`src/ccr_pkg.sv`:
```
// ccr_pkg.sv : constants shared by the condition and control register block
// assumes a 32-bit ahb-lite bus with the block as its only slave
package ccr_pkg;

  // ==========================================================================
  // register indices (byte address = index * 4)
  // ==========================================================================
  localparam logic [7:0] IDX_TIMER_MODE   = 8'hF1;  // timer mode control
  localparam logic [7:0] IDX_COUNTER0     = 8'hF4;  // counter/timer0
  localparam logic [7:0] IDX_PRIORITY     = 8'hF9;  // interrupt priority, write only
  localparam logic [7:0] IDX_PENDING      = 8'hFA;  // pending interrupt requests
  localparam logic [7:0] IDX_MASK         = 8'hFB;  // interrupt mask
  localparam logic [7:0] IDX_FLAGS        = 8'hFC;  // condition flags
  localparam logic [7:0] IDX_WINDOW_BASE  = 8'hFD;  // working-register window base
  localparam logic [7:0] IDX_GENERAL      = 8'hFE;  // general purpose
  localparam logic [7:0] IDX_STACK_LOW    = 8'hFF;  // stack pointer low byte
  localparam logic [7:0] IDX_EVT_STATUS   = 8'hE0;  // sticky event status
  localparam logic [7:0] IDX_EVT_MASK     = 8'hE1;  // event interrupt mask

  // ==========================================================================
  // address decode layout
  // ==========================================================================
  localparam int IDX_LSB = 2;   // word aligned registers
  localparam int IDX_MSB = 9;   // eight index bits
  localparam int ADR_MSB = 31;

  // ==========================================================================
  // reset values
  // ==========================================================================
  localparam logic [7:0] RST_BYTE = 8'h00;  // every control register clears to this

  // ==========================================================================
  // flag register layout
  // ==========================================================================
  localparam int FLAG_CARRY    = 7;
  localparam int FLAG_ZERO     = 6;
  localparam int FLAG_SIGN     = 5;
  localparam int FLAG_OVERFLOW = 4;
  localparam int FLAG_DECIMAL  = 3;
  localparam int FLAG_HALF     = 2;
  localparam int MASK_GLOBAL   = 7;   // global interrupt enable in the mask
  localparam int NUM_REQ       = 6;   // interrupt request lines

  // ==========================================================================
  // event status layout
  // ==========================================================================
  localparam int EVT_REQ  = 0;  // an interrupt request arrived
  localparam int EVT_FLAG = 1;  // the core updated the flags
  localparam int NUM_EVT  = 2;

  // ==========================================================================
  // condition codes
  // ==========================================================================
  localparam logic [3:0] CC_NEVER             = 4'h0;
  localparam logic [3:0] CC_SIGNED_BELOW      = 4'h1;
  localparam logic [3:0] CC_SIGNED_AT_MOST    = 4'h2;
  localparam logic [3:0] CC_UNSIGNED_AT_MOST  = 4'h3;
  localparam logic [3:0] CC_ARITH_WRAP_SET    = 4'h4;
  localparam logic [3:0] CC_SIGN_SET_TEST     = 4'h5;
  localparam logic [3:0] CC_ZERO_SET          = 4'h6;
  localparam logic [3:0] CC_UNSIGNED_BELOW    = 4'h7;
  localparam logic [3:0] CC_ALWAYS            = 4'h8;
  localparam logic [3:0] CC_SIGNED_AT_LEAST   = 4'h9;
  localparam logic [3:0] CC_SIGNED_ABOVE      = 4'hA;
  localparam logic [3:0] CC_UNSIGNED_ABOVE    = 4'hB;
  localparam logic [3:0] CC_ARITH_WRAP_CLEAR  = 4'hC;
  localparam logic [3:0] CC_SIGN_CLEAR_TEST   = 4'hD;
  localparam logic [3:0] CC_ZERO_CLEAR        = 4'hE;
  localparam logic [3:0] CC_UNSIGNED_AT_LEAST = 4'hF;

  // ==========================================================================
  // bus encodings
  // ==========================================================================
  localparam logic [1:0] HTRANS_NONSEQ = 2'h2;
  localparam logic       HRESP_OKAY    = 1'h0;

endpackage

```
`src/ccr_regs.sv`:
```
// ccr_regs.sv : condition-code evaluator and control register map of the core
// assumes one hclk domain, an ahb-lite master, and a core that drives flags,
// request pulses and condition codes synchronous to hclk
`timescale 1ns/1ps
`default_nettype none

// How it works
// - code 0000 never true, 1000 always true
// - 0111 true on carry, 1111 on no carry
// - 1011 needs carry and zero clear; 0011 either set
// - 1001 when sign equals overflow; 0001 otherwise
// - 1010 when zero and sign-xor-overflow both clear; 0010 either set
// - six flags kept in the flag register
// - flag register read and written by software
// - window base pointer read/write register
// - stack pointer low byte read/write register
// - interrupt mask read/write, bit 7 global enable
// - priority register write only, reads hide it
// - pending requests read/write by software
// - timer mode read/write, cleared on reset
// - counter/timer0 read/write register
module ccr_regs
  import ccr_pkg::*;
(
  input  wire logic        hclk,                 // core clock
  input  wire logic        hresetn,              // async reset, active low
  input  wire logic        hsel,                 // slave select
  input  wire logic [31:0] haddr,                // byte address
  input  wire logic [1:0]  htrans,               // transfer type
  input  wire logic        hwrite,               // write when high
  input  wire logic [2:0]  hsize,                // word only
  input  wire logic [31:0] hwdata,               // write data
  input  wire logic        hready,               // bus ready
  output logic             hreadyout,            // never inserts wait states
  output logic             hresp,                // always okay
  output logic [31:0]      hrdata,               // read data
  input  wire logic [3:0]  cond_code,            // condition field under test
  output logic             cond_true,            // registered test result
  input  wire logic        flag_we,              // core writes the flags
  input  wire logic [7:0]  flag_in,              // new flag value from core
  input  wire logic [NUM_REQ-1:0] int_req,       // request pulses
  output logic [7:0]       timer_mode,           // timer mode control
  output logic [7:0]       counter_timer0,       // counter/timer0 value
  output logic [7:0]       interrupt_priority,   // priority setting
  output logic [7:0]       interrupt_mask_reg,   // interrupt mask
  output logic [7:0]       window_base_pointer,  // working window base
  output logic [7:0]       stack_top_low,        // stack pointer low byte
  output logic             int_active,           // enabled request pending
  output logic             irq                   // event interrupt, level
);

  // ==========================================================================
  // state
  // ==========================================================================
  // every flop of the block, one struct
  // so none can be missed by reset
  typedef struct packed {
    logic               dp_valid;   // a data phase is open
    logic               dp_write;   // it is a write
    logic               dp_mapped;  // address hit the map area
    logic [7:0]         dp_idx;     // register index
    logic [7:0]         tmode;      // timer mode
    logic [7:0]         cnt0;       // counter/timer0
    logic [7:0]         prio;       // priority
    logic [7:0]         pend;       // pending requests
    logic [7:0]         mask;       // interrupt mask
    logic [7:0]         flags;      // condition flags
    logic [7:0]         wbase;      // window base
    logic [7:0]         general_purpose;        // general purpose
    logic [7:0]         splo;       // stack low
    logic [NUM_EVT-1:0] evt_st;     // sticky event status
    logic [NUM_EVT-1:0] evt_mk;     // event mask
    logic [7:0]         rdata;      // read data for the data phase
    logic               cond;       // condition result
  } ccr_state_s;

  // registered copy and its next value
  ccr_state_s st_q;  // registered state
  ccr_state_s st_d;  // next state

  // ==========================================================================
  // condition evaluation
  // ==========================================================================
  // test one condition field against the flag register
  // flags: c 7, z 6, s 5, v 4, d 3, h 2
  // a code with bit 3 set is the inverse
  // of the same code with bit 3 clear
  function automatic logic ccr_eval(input logic [3:0] cc, input logic [7:0] f);
    logic c;
    logic z;
    logic s;
    logic v;
    logic r;
    c = f[FLAG_CARRY];
    z = f[FLAG_ZERO];
    s = f[FLAG_SIGN];
    v = f[FLAG_OVERFLOW];
    // r carries the result of the test
    case (cc)
      CC_NEVER:             r = 1'b0;
      CC_ALWAYS:            r = 1'b1;
      CC_UNSIGNED_BELOW:    r = c;
      CC_UNSIGNED_AT_LEAST: r = !c;
      CC_UNSIGNED_ABOVE:    r = !c && !z;
      CC_UNSIGNED_AT_MOST:  r = c || z;
      CC_SIGNED_AT_LEAST:   r = !(s ^ v);
      CC_SIGNED_BELOW:      r = s ^ v;
      CC_SIGNED_ABOVE:      r = !(z || (s ^ v));
      CC_SIGNED_AT_MOST:    r = z || (s ^ v);
      CC_ZERO_SET:          r = z;
      CC_ZERO_CLEAR:        r = !z;
      CC_SIGN_CLEAR_TEST:   r = !s;
      CC_SIGN_SET_TEST:     r = s;
      CC_ARITH_WRAP_SET:    r = v;
      default:              r = !v;                // overflow clear
    endcase
    return r;
  endfunction

  // ==========================================================================
  // next state
  // ==========================================================================
  // decode, register updates, event tracking and read data in one pass
  // address phase taken on hsel, hready, nonseq
  // data phase is the next cycle, no waits
  // hsize is ignored, words only
  // writes land at the end of the data phase
  // read word built from the next state
  // so a read after a write sees the new value
  // byte address is index times four:
  //   0x3C4 timer mode, 0x3D0 counter/timer0
  //   0x3E4 priority, 0x3E8 pending
  //   0x3EC mask, 0x3F0 flags
  //   0x3F4 window base, 0x3F8 general
  //   0x3FC stack low, 0x380 and 0x384 events
  //   bits 31:10 set means unmapped
  always_comb begin
    logic        take;
    logic        wr;
    logic [7:0]  wb;
    logic [NUM_EVT-1:0] evt_set;
    st_d    = st_q;
    // take marks an address phase this cycle
    take    = hsel && hready && (htrans == HTRANS_NONSEQ);
    wr      = st_q.dp_valid && st_q.dp_write && st_q.dp_mapped;
    wb      = hwdata[7:0];
    evt_set = '0;
    // writes land at the end of their data phase
    if (wr) begin
      if (st_q.dp_idx == IDX_TIMER_MODE) begin
        st_d.tmode = wb;
      end else if (st_q.dp_idx == IDX_COUNTER0) begin
        st_d.cnt0 = wb;
      end else if (st_q.dp_idx == IDX_PRIORITY) begin
        st_d.prio = wb;
      end else if (st_q.dp_idx == IDX_PENDING) begin
        st_d.pend = wb;
      end else if (st_q.dp_idx == IDX_MASK) begin
        st_d.mask = wb;
      end else if (st_q.dp_idx == IDX_FLAGS) begin
        st_d.flags = wb;
      end else if (st_q.dp_idx == IDX_WINDOW_BASE) begin
        st_d.wbase = wb;
      end else if (st_q.dp_idx == IDX_GENERAL) begin
        st_d.general_purpose = wb;
      end else if (st_q.dp_idx == IDX_STACK_LOW) begin
        st_d.splo = wb;
      end else if (st_q.dp_idx == IDX_EVT_STATUS) begin
        st_d.evt_st = st_q.evt_st & ~wb[NUM_EVT-1:0];  // write one to clear
      end else if (st_q.dp_idx == IDX_EVT_MASK) begin
        st_d.evt_mk = wb[NUM_EVT-1:0];
      end
    end
    // core flag update overrides a software write in the same cycle
    // event bit tells core updates apart
    if (flag_we) begin
      st_d.flags = flag_in;
      evt_set[EVT_FLAG] = 1'b1;
    end
    // incoming requests win over a software clear of the pending bit
    // each line sets its own pending bit
    if (|int_req) begin
      st_d.pend[NUM_REQ-1:0] = st_d.pend[NUM_REQ-1:0] | int_req;
      evt_set[EVT_REQ] = 1'b1;
    end
    // sticky status collects this cycle's events
    st_d.evt_st = st_d.evt_st | evt_set;           // set wins over clear
    // capture the address phase
    // stored every cycle; dp_valid says
    // whether a real transfer owns them
    st_d.dp_valid  = take;
    st_d.dp_write  = hwrite;
    st_d.dp_idx    = haddr[IDX_MSB:IDX_LSB];
    st_d.dp_mapped = (haddr[ADR_MSB:IDX_MSB+1] == '0);
    // read data comes from the updated values so a write then read is seen
    // no read in flight shows zero
    st_d.rdata = RST_BYTE;
    // read decode, priority left out on purpose
    if (take && !hwrite && st_d.dp_mapped) begin
      if (st_d.dp_idx == IDX_TIMER_MODE) begin
        st_d.rdata = st_d.tmode;
      end else if (st_d.dp_idx == IDX_COUNTER0) begin
        st_d.rdata = st_d.cnt0;
      end else if (st_d.dp_idx == IDX_PENDING) begin
        st_d.rdata = st_d.pend;
      end else if (st_d.dp_idx == IDX_MASK) begin
        st_d.rdata = st_d.mask;
      end else if (st_d.dp_idx == IDX_FLAGS) begin
        st_d.rdata = st_d.flags;
      end else if (st_d.dp_idx == IDX_WINDOW_BASE) begin
        st_d.rdata = st_d.wbase;
      end else if (st_d.dp_idx == IDX_GENERAL) begin
        st_d.rdata = st_d.general_purpose;
      end else if (st_d.dp_idx == IDX_STACK_LOW) begin
        st_d.rdata = st_d.splo;
      end else if (st_d.dp_idx == IDX_EVT_STATUS) begin
        st_d.rdata = {{(8-NUM_EVT){1'b0}}, st_d.evt_st};
      end else if (st_d.dp_idx == IDX_EVT_MASK) begin
        st_d.rdata = {{(8-NUM_EVT){1'b0}}, st_d.evt_mk};
      end
      // priority and unmapped indices read as zero
    end
    // condition test on the current flags
    // so cond_true lags cond_code by one
    st_d.cond = ccr_eval(cond_code, st_q.flags);
  end

  // ==========================================================================
  // state register
  // ==========================================================================
  // every field clears to a constant
  // constants only in the reset branch
  always_ff @(posedge hclk or negedge hresetn) begin
    if (!hresetn) begin
      st_q <= '0;                                  // timer mode 00
    end else begin
      st_q <= st_d;
    end
  end

  // ==========================================================================
  // outputs
  // ==========================================================================
  // never stalls, never reports an error
  // register outputs come from flops
  assign hreadyout           = 1'b1;
  assign hresp               = HRESP_OKAY;
  assign hrdata              = {24'h000000, st_q.rdata};
  assign cond_true           = st_q.cond;
  assign timer_mode          = st_q.tmode;
  assign counter_timer0      = st_q.cnt0;
  assign interrupt_priority  = st_q.prio;
  assign interrupt_mask_reg  = st_q.mask;
  assign window_base_pointer = st_q.wbase;
  assign stack_top_low       = st_q.splo;
  // global enable gates every masked pending request
  assign int_active = st_q.mask[MASK_GLOBAL] &&
                      |(st_q.pend[NUM_REQ-1:0] & st_q.mask[NUM_REQ-1:0]);
  // level, while a masked-in event stands
  assign irq        = |(st_q.evt_st & st_q.evt_mk);

  // ==========================================================================
  // assertions
  // ==========================================================================
  // each check looks one cycle after
  // the inputs that cause it; reset
  // disables all but the reset check

  // ==========================================================================
  // assertion helpers
  // ==========================================================================
  // helper: a write data phase to the window base
  logic wr_base_seen;
  assign wr_base_seen = st_q.dp_valid && st_q.dp_write && st_q.dp_mapped &&
                        st_q.dp_idx == IDX_WINDOW_BASE;

  // never and always ignore the flags
  a_cc_never_always: assert property (@(posedge hclk) disable iff (!hresetn)
    (cond_code == CC_NEVER || cond_code == CC_ALWAYS) |=>
      cond_true == ($past(cond_code) == CC_ALWAYS))
    else $error("never/always condition wrong");

  // carry set and carry clear tests
  a_cc_carry_pair: assert property (@(posedge hclk) disable iff (!hresetn)
    (cond_code == CC_UNSIGNED_BELOW || cond_code == CC_UNSIGNED_AT_LEAST) |=>
      cond_true == ($past(st_q.flags[FLAG_CARRY]) ^
                    ($past(cond_code) == CC_UNSIGNED_AT_LEAST)))
    else $error("carry condition wrong");

  // unsigned above needs c and z clear
  a_cc_unsigned_above: assert property (@(posedge hclk) disable iff (!hresetn)
    (cond_code == CC_UNSIGNED_ABOVE) |=>
      cond_true == !($past(st_q.flags[FLAG_CARRY]) || $past(st_q.flags[FLAG_ZERO])))
    else $error("unsigned above condition wrong");

  // signed below is sign xor overflow
  a_cc_signed_below: assert property (@(posedge hclk) disable iff (!hresetn)
    (cond_code == CC_SIGNED_BELOW) |=>
      cond_true == ($past(st_q.flags[FLAG_SIGN]) ^ $past(st_q.flags[FLAG_OVERFLOW])))
    else $error("signed below condition wrong");

  // signed above and at most are inverses
  a_cc_signed_above: assert property (@(posedge hclk) disable iff (!hresetn)
    (cond_code == CC_SIGNED_ABOVE || cond_code == CC_SIGNED_AT_MOST) |=>
      cond_true == (($past(st_q.flags[FLAG_ZERO]) ||
                     ($past(st_q.flags[FLAG_SIGN]) ^ $past(st_q.flags[FLAG_OVERFLOW]))) ^
                    ($past(cond_code) == CC_SIGNED_ABOVE)))
    else $error("signed above or at most wrong");

  // zero set follows the zero flag
  a_cc_zero_test: assert property (@(posedge hclk) disable iff (!hresetn)
    (cond_code == CC_ZERO_SET) |=> cond_true == $past(st_q.flags[FLAG_ZERO]))
    else $error("zero condition wrong");

  // a core flag write lands and is logged
  a_flag_update: assert property (@(posedge hclk) disable iff (!hresetn)
    flag_we |=> (st_q.flags == $past(flag_in)) && st_q.evt_st[EVT_FLAG])
    else $error("core flag update lost");

  // priority reads back as zero
  a_prio_hidden: assert property (@(posedge hclk) disable iff (!hresetn)
    (st_q.dp_valid && !st_q.dp_write && st_q.dp_idx == IDX_PRIORITY) |-> hrdata == '0)
    else $error("priority register readable");

  // window base takes the written byte
  a_base_write: assert property (@(posedge hclk) disable iff (!hresetn)
    (wr_base_seen) |=> window_base_pointer == $past(hwdata[7:0]))
    else $error("window base write lost");

  // every request line sets its bit
  a_pending_set: assert property (@(posedge hclk) disable iff (!hresetn)
    (|int_req) |=> ((st_q.pend[NUM_REQ-1:0] & $past(int_req)) == $past(int_req)) &&
      st_q.evt_st[EVT_REQ])
    else $error("request not latched");

  // timer mode is zero after reset
  a_timer_reset: assert property (@(posedge hclk)
    $rose(hresetn) |-> timer_mode == RST_BYTE)
    else $error("timer mode not cleared");

endmodule

`default_nettype wire

```
`config.mk`:
```
export PLATFORM = sky130hd
export DESIGN_NAME = ccr_regs
export DESIGN_NICKNAME = d
export VERILOG_FILES = /design/src/ccr_pkg.sv /design/src/ccr_regs.sv
export SDC_FILE = /design/constraint.sdc
export NUM_CORES = 1
export LEC_CHECK = 0
export BUFFER_PORTS_ARGS = -buffer_cell sky130_fd_sc_hd__buf_2
export CAP_MARGIN = 0
export CORE_MARGIN = 1
export CORE_UTILIZATION = 46
export DETAILED_ROUTE_END_ITERATION = 10
export GPL_TIMING_DRIVEN = 1
export PLACE_DENSITY = 0.73
export SYNTH_ARGS = -nofsm -noshare
export SYNTH_HDL_FRONTEND = slang
export SYNTH_SLANG_ARGS = --single-unit
```
`constraint.sdc`:
```
create_clock -name hclk -period 2.5 [get_ports hclk]
set_input_delay 0.375 -clock hclk [delete_from_list [all_inputs] [get_ports hclk]]
set_output_delay 0.375 -clock hclk [all_outputs]
set_load 0.02 [all_outputs]
```
==> results of run 1 <==
==> path summary, 6_finish.rpt <==
check,end,cells after the start
worst max-delay path,hrdata[7],6
worst min-delay path,timer_mode[2],1
worst max register to register,hrdata[7],6
worst min register to register,st_q[26],2
max in group asynchronous,st_q[25],2
min in group hclk,st_q[94],1
==> what timing repair did <==
action | 4_1_cts | 5_1_grt
resized for setup | 0 | 11
setup endpoints to repair | 0 | 5
buffers inserted | 0 | 4
==> cell usage after synthesis (all sizes together) (10+ instances only) <==
cell and count:
dfrtp 96, buf 93, mux2 57, nand2 30, clkbuf 24, nand4 23
nor2 19, nor3 13, inv 12, o211ai 12, a21oi 11, o21ai 11
nand2b 10, nor4 10
==> cell families (layout without fill, tap and decap cells) <==
kind of cell	count (synthesis)	count (layout)
xor gates and xnor gates	4	4
and+or+nand+nor	144	144
buffers and inverters	129	194
DFF	96	96
muxes	60	60
AOI/OAI and AO/OA	108	108
other	2	26
==> layout by cell type, fill, tap and decap left out, types with 12 or more instances in the layout <==
cell        n
buf_2     121
dfrtp_1    92
mux2_2     56
buf_4      44
nand2_1    30
conb_1     26
nand4_1    22
nor2_1     19
inv_1      12
o211ai_1   12
==> critical path, cell delays in order (launching register included) <==
cell and delay, ns:
dfrtp_2 0.42, nand2b_1 0.16, or3_4 0.37, or4b_4 0.61, mux2_4 0.34, a221oi_4 0.27, a211oi_1 0.11
==> report_power, final <==
part	switching (uW)	total, uW	leakage (uW)	internal (uW)
registers	30.3	1630	0.00118	1600
clock network	606	1450	0.000157	839
logic	268	410	0.00155	142
==> per-stage QoR <==
step	hold slack (ns)	utilization	total power (uW)	setup slack, ns
2_1_floorplan	0.07941	-	1920	0.2003
3_3_place_gp	0.3605	0.5169	2046	0.07526
3_5_place_dp	0.3737	0.5169	2058	0.04488
4_1_cts	0.007433	0.5440	3491	0.03896
5_1_grt	0.01818	0.5505	3612	0.02621
6_report	-0.01533	0.5505	3482	0.09674
==> layer usage <==
metal | wire length [um] | global-route usage | share of wire
met1 | 6687 | 0.3415 | 0.43
met2 | 7430 | 0.4108 | 0.48
met3 | 1020 | 0.04968 | 0.066
met4 | 393 | 0.09511 | 0.025
met5 | 0 | 0 | 0
==> area by class of cell <==
cell class              count  area share
repair buffers            166      0.1495
well taps                 143     0.02798
inverters                  12    0.007045
multi-input cells         342      0.3898
clock inverters             5    0.009589
clock buffers              11     0.03953
flip-flops and latches     96      0.3765
==> summary.txt, run 1 <==
Worst setup path
  • Critical Path Source Type: register
  • CP Max Fanout: 6
  • Worst setup slack for register-to-register paths: 0.1 ns
  • Crit path launch: st_q[86]
  • Reg2Reg Launch Point: st_q[86]
  • Worst EP required: 2.72 ns
  • Critical Path End Type: register
  • Endpoint arrival time on the critical path: 2.62 ns
  • CP Class: reg -> reg

Synth
  • Simple-gate share of the synthesized area: 0.1481
  • Most used flip-flop cell after synthesis: dfrtp_1
  • Yosys Warn Count: 0
  • Main area contributors after synthesis: dfrtp_1 (43%), mux2_2 (11%), buf_4 (11%)
  • Distinct cells, synth: 65
  • Adder-cell share of the synthesized area: 0
  • Netlist area before placement: 5577 um2
  • Main combinational cell family by area after synthesis: simple AND/OR/NAND/NOR gates
  • Yosys top cell area share: 0.4308
  • XOR/XNOR Fraction of Synth Area: 0.006282
  • Sequential share of the synthesized area: 0.4308
  • Fraction of synthesis flops using an asynchronous set or reset pin: 1.000
  • Number of enable flip-flop cells after synthesis: 0
  • Number of storage elements in the synthesis netlist: 96
  • Mean post-synth cell area: 10.27 um2
  • Multiplexer share of the synthesized area: 0.1212
  • Yosys top cell by area: dfrtp_1
  • Post-synthesis cell count: 543
  • Synthesized-area fraction occupied by ao, oa, aoi and oai cells: 0.1465

Clocking
  • Clock slew at reported path FFs: 0.07 ns
  • Maximum number of buffers from clock root to sink: 2
  • Number of H-tree levels: 3
  • Library cell used as clock root buffer: clkbuf_16
  • CTS Hold Bufs: 0
  • Clock tree sinks: 96
  • Worst-skew pair later-pin latency: 0.35 ns
  • TritonCTS clock tree: yes
  • Number of buffers created by CTS: 9

Detailed routing
  • Number of DRC markers in iteration 0: 324
  • Aggregate routed wire length: 15530 um
  • Remaining antenna violation count: 0
  • Vias after detailed routing: 4558
  • Length of the first detailed-routing pass in iterations: 8
  • Via-per-instance ratio: 5.881
  • Total DRC errors in the routed layout: 8
  • Average routed wire per standard cell: 20.04 um

Finish
  • Footprint of the multi-input gates: 2492 um2
  • Reg with most FFs: st_q
  • Sequential cell area: 2407 um2
  • Fraction of layout instances using a drive strength above 1: 0.4098
  • Ant. Diodes: 0
  • Layout filler cell count: 1058
  • Post-layout instance area: 6394 um2
  • Non-filler cells in the finished layout: 775
  • Layout Area Growth over Synthesis: 14.65%
  • Final layout net count: 720
  • Number of flip-flops in the largest register: 39

Placement
  • DP Wirelength: 11410 um
  • Count of port buffers added during placement: 122
  • DP Cell Count: 755
  • Post-DP Area: 6003 um2
  • RD Place Congestion: 0.9320

STA
  • Number of setup violations in the final report: 0
  • Peak clock frequency supported by timing: 0.4161 GHz
  • Setup repair after global routing missed its margin: false
  • Final hold violation count: 18
  • Worst Max-Slew Pin Slew: 0.8287 ns
  • Max-slew violation count: 0
  • Max_slew headroom: 0.4455
  • Final period utilization: 0.9613
  • Post-Route Hold Slack: -0.01533 ns
  • Minimum clock period after layout: 2.403 ns
  • Post-route setup TNS: 0 ns
  • Layout Skew: 0.005780 ns

Flow run
  • Number of max-cap violations: 0

Die
  • Number of standard-cell rows in the floorplan: 39
  • Area inside the core boundary: 11610 um2
  • Top Ports: 178
  • Y dimension of the die: 112.1 um
  • Die area: 12570 um2
  • Initial core utilization: 0.4802
  • Horizontal extent of the die: 112.1 um

Power
  • Standby leakage power: 0.002886 uW
  • Power per Cell Area: 544.6 nW/um2
  • Maximum vdd ir drop: 0.3917 mV

GRT
  • Vias in the first global route: 4472
  • Maximum number of pins on one net before global-route repair: 42
  • Global-route wire length before repair: 24490 um
  • Number of antenna violations at the first check in global routing: 0
  • Total global routing overflow: 0
  • GRT Overall Usage: 0.2547

Run status
  • Status: complete, but fails checks
  • Violated checks: design-rule violations, negative hold slack

Hold path
  • Hold crit path type: in -> async
(Power assumes the default switching activity.)
==> run 2, diff against run 1 <==
- PLACE_DENSITY: 0.73 -> 0.77
==> run 2 against run 1 <==
Against the previous run:
- the flow finishes with violations (design-rule violations)
- combinational power about the same
- worst hold slack improved by 0.10 ns
- sequential share of layout area increased by 0.21 points
- clock power decreased by 8%
- core utilization decreased by 0.39 points
- final cell count increased by 0.13%
- maximum frequency decreased by 2.8%
- clock-buffer cell count decreased by 2
- first-iteration DRC count decreased by 16%
- clock skew about the same
- worst setup slack got worse by 0.068 ns
- total power decreased by 3.3%
- critical path type unchanged
- largest power group unchanged
==> summary.txt, run 2 (synthesized netlist as in run 1, its figures left out) <==
Run status
  • Status: complete, but fails checks
  • Violated checks: design-rule violations

Clocking
  • Number of H-tree levels: 3
  • Clock slew at reported path FFs: 0.07 ns
  • Maximum number of buffers from clock root to sink: 2
  • TritonCTS clock tree: yes
  • Library cell used as clock root buffer: clkbuf_16
  • Clock tree sinks: 96
  • Number of buffers created by CTS: 9
  • Worst-skew pair later-pin latency: 0.34 ns

Die
  • Number of standard-cell rows in the floorplan: 39
  • Initial core utilization: 0.4802
  • Y dimension of the die: 112.1 um
  • Die area: 12570 um2
  • Area inside the core boundary: 11610 um2
  • Top Ports: 178
  • Horizontal extent of the die: 112.1 um

Worst setup path
  • CP Max Fanout: 4
  • Endpoint arrival time on the critical path: 2.69 ns
  • Slowest cell on the critical path: or4b_4
  • Worst setup slack for register-to-register paths: 0.03 ns
  • Series of cell instances along the critical path: nand2b_1 > or3_1 > or4b_4 > buf_4 > mux2_2 > a21oi_1 > a31oi_1
  • Capture instance of the worst register-to-register path: hrdata[0]
  • Reg2Reg Launch Point: st_q[86]
  • Delay of the slowest critical-path stage: 0.60 ns
  • Critical Path End Type: register
  • CP Class: reg -> reg
  • Critical Path Source Type: register
  • Worst EP required: 2.72 ns
  • R2r worst-path depth: 7

Finish
  • Fraction of layout instances using a drive strength above 1: 0.4013
  • Post-route core utilization: 0.5466
  • Ant. Diodes: 0
  • Reg with most FFs: st_q
  • Layout Area Growth over Synthesis: 13.84%
  • Leading cell type in the layout, fill and taps excluded: buf_2
  • Layout filler cell count: 1051
  • Number of flip-flops in the largest register: 39
  • Most used cells in the layout excluding fill and tap cells: buf_2 (121), dfrtp_1 (95), mux2_2 (56)
  • Final layout net count: 721

Detailed routing
  • Total DRC errors in the routed layout: 8
  • Length of the first detailed-routing pass in iterations: 7
  • Via-per-instance ratio: 5.845
  • Remaining antenna violation count: 0
  • Average routed wire per standard cell: 20.27 um
  • Vias after detailed routing: 4536
  • Number of DRC markers in iteration 0: 271
  • Aggregate routed wire length: 15730 um

STA
  • Final hold violation count: 0
  • Setup repair after global routing missed its margin: false
  • Layout Skew: 0.005901 ns
  • Max-slew violation count: 0
  • Final period utilization: 0.9886
  • Peak clock frequency supported by timing: 0.4046 GHz
  • Worst Max-Slew Pin Slew: 0.8852 ns
  • Post-route setup TNS: 0 ns
  • Minimum clock period after layout: 2.472 ns
  • Number of setup violations in the final report: 0
  • Max_slew headroom: 0.4077

Power
  • Power per Cell Area: 530.7 nW/um2
  • Standby leakage power: 0.002877 uW
  • Maximum vdd ir drop: 0.3504 mV

Flow run
  • Number of max-cap violations: 0

Placement
  • RD Place Congestion: 0.9046
  • DP Wirelength: 11700 um
  • Count of port buffers added during placement: 122

GRT
  • Vias in the first global route: 4451
  • Global-route wire length before repair: 24510 um
  • GRT Overall Usage: 0.2566
  • Number of antenna violations at the first check in global routing: 0
  • Maximum number of pins on one net before global-route repair: 58
  • Total global routing overflow: 0

Hold path
  • Hold crit path type: in -> async
## run 2: cell types whose count changed in the layout (fill, tap and decap cells not counted), sizes merged
cell and delta:
clkinv +2, clkbuf -2, bufinv -1, clkinvlp +1
buf +1
## run 2: worst max path at each step
stage           endpoint     start
2_1_floorplan  hrdata[7]  st_q[86]
3_3_place_gp   hrdata[1]  st_q[86]
3_5_place_dp   hrdata[7]  st_q[86]
4_1_cts        hrdata[2]  st_q[86]
5_1_grt        hrdata[7]  st_q[86]
6_report       hrdata[0]  st_q[86]
## run 2: what timing repair did
item / CTS / global route
resized for setup: 0 / 4
endpoints found under the hold margin: 0 / 0
setup endpoints to repair: 0 / 5
hold buffers: 0 / 0
setup buffers: 0 / 1
## run 2: where the power goes
part,internal (uW),switching [uW],leakage (uW)
Clock,697,635,0.000141
Sequential,1600,33.9,0.00118
Combinational,140,268,0.00156
Total,2430,937,0.00288
## run 2: worst max-delay path: cells and delay by family, from the launching register on
family                 cells  cell delay, ns
and+or+nand+nor            3            1.16
DFF                        1            0.44
AOI/OAI and AO/OA          2            0.27
buffers and inverters      1            0.17
muxes                      1            0.31
## run 2: through the flow
stage               hold WS [ns]  setup WS (ns)  instances  power (uW)  area (um2)
finish                   0.08744        0.02844        776        3369        6349
CTS                       0.1085        0.05805        775        3391        6325
floorplan                0.07941         0.2003        567        1920        5667
detailed placement        0.4744        0.08975        759        2061        6033
global placement          0.4659         0.1113        759        2049        6033
global route              0.1357       0.007963        776        3503        6349
## run 2: routing by layer
layer,global-route usage,wire length [um]
met5,0,0
met4,0.07200,347
met3,0.04158,816
met2,0.4166,7507
met1,0.3567,7056
## run 2: cell type report
| type | instances | area [um2] | area share |
|---|---|---|---|
| sequential | 96 | 2404 | 0.3786 |
| timing repair buffer | 167 | 963.4 | 0.1518 |
| inverter | 12 | 45.04 | 0.007095 |
| clock inverter | 7 | 66.31 | 0.01045 |
| tap | 143 | 178.9 | 0.02818 |
| multi-input combinational | 342 | 2466 | 0.3885 |
| clock buffer | 9 | 225.2 | 0.03547 |
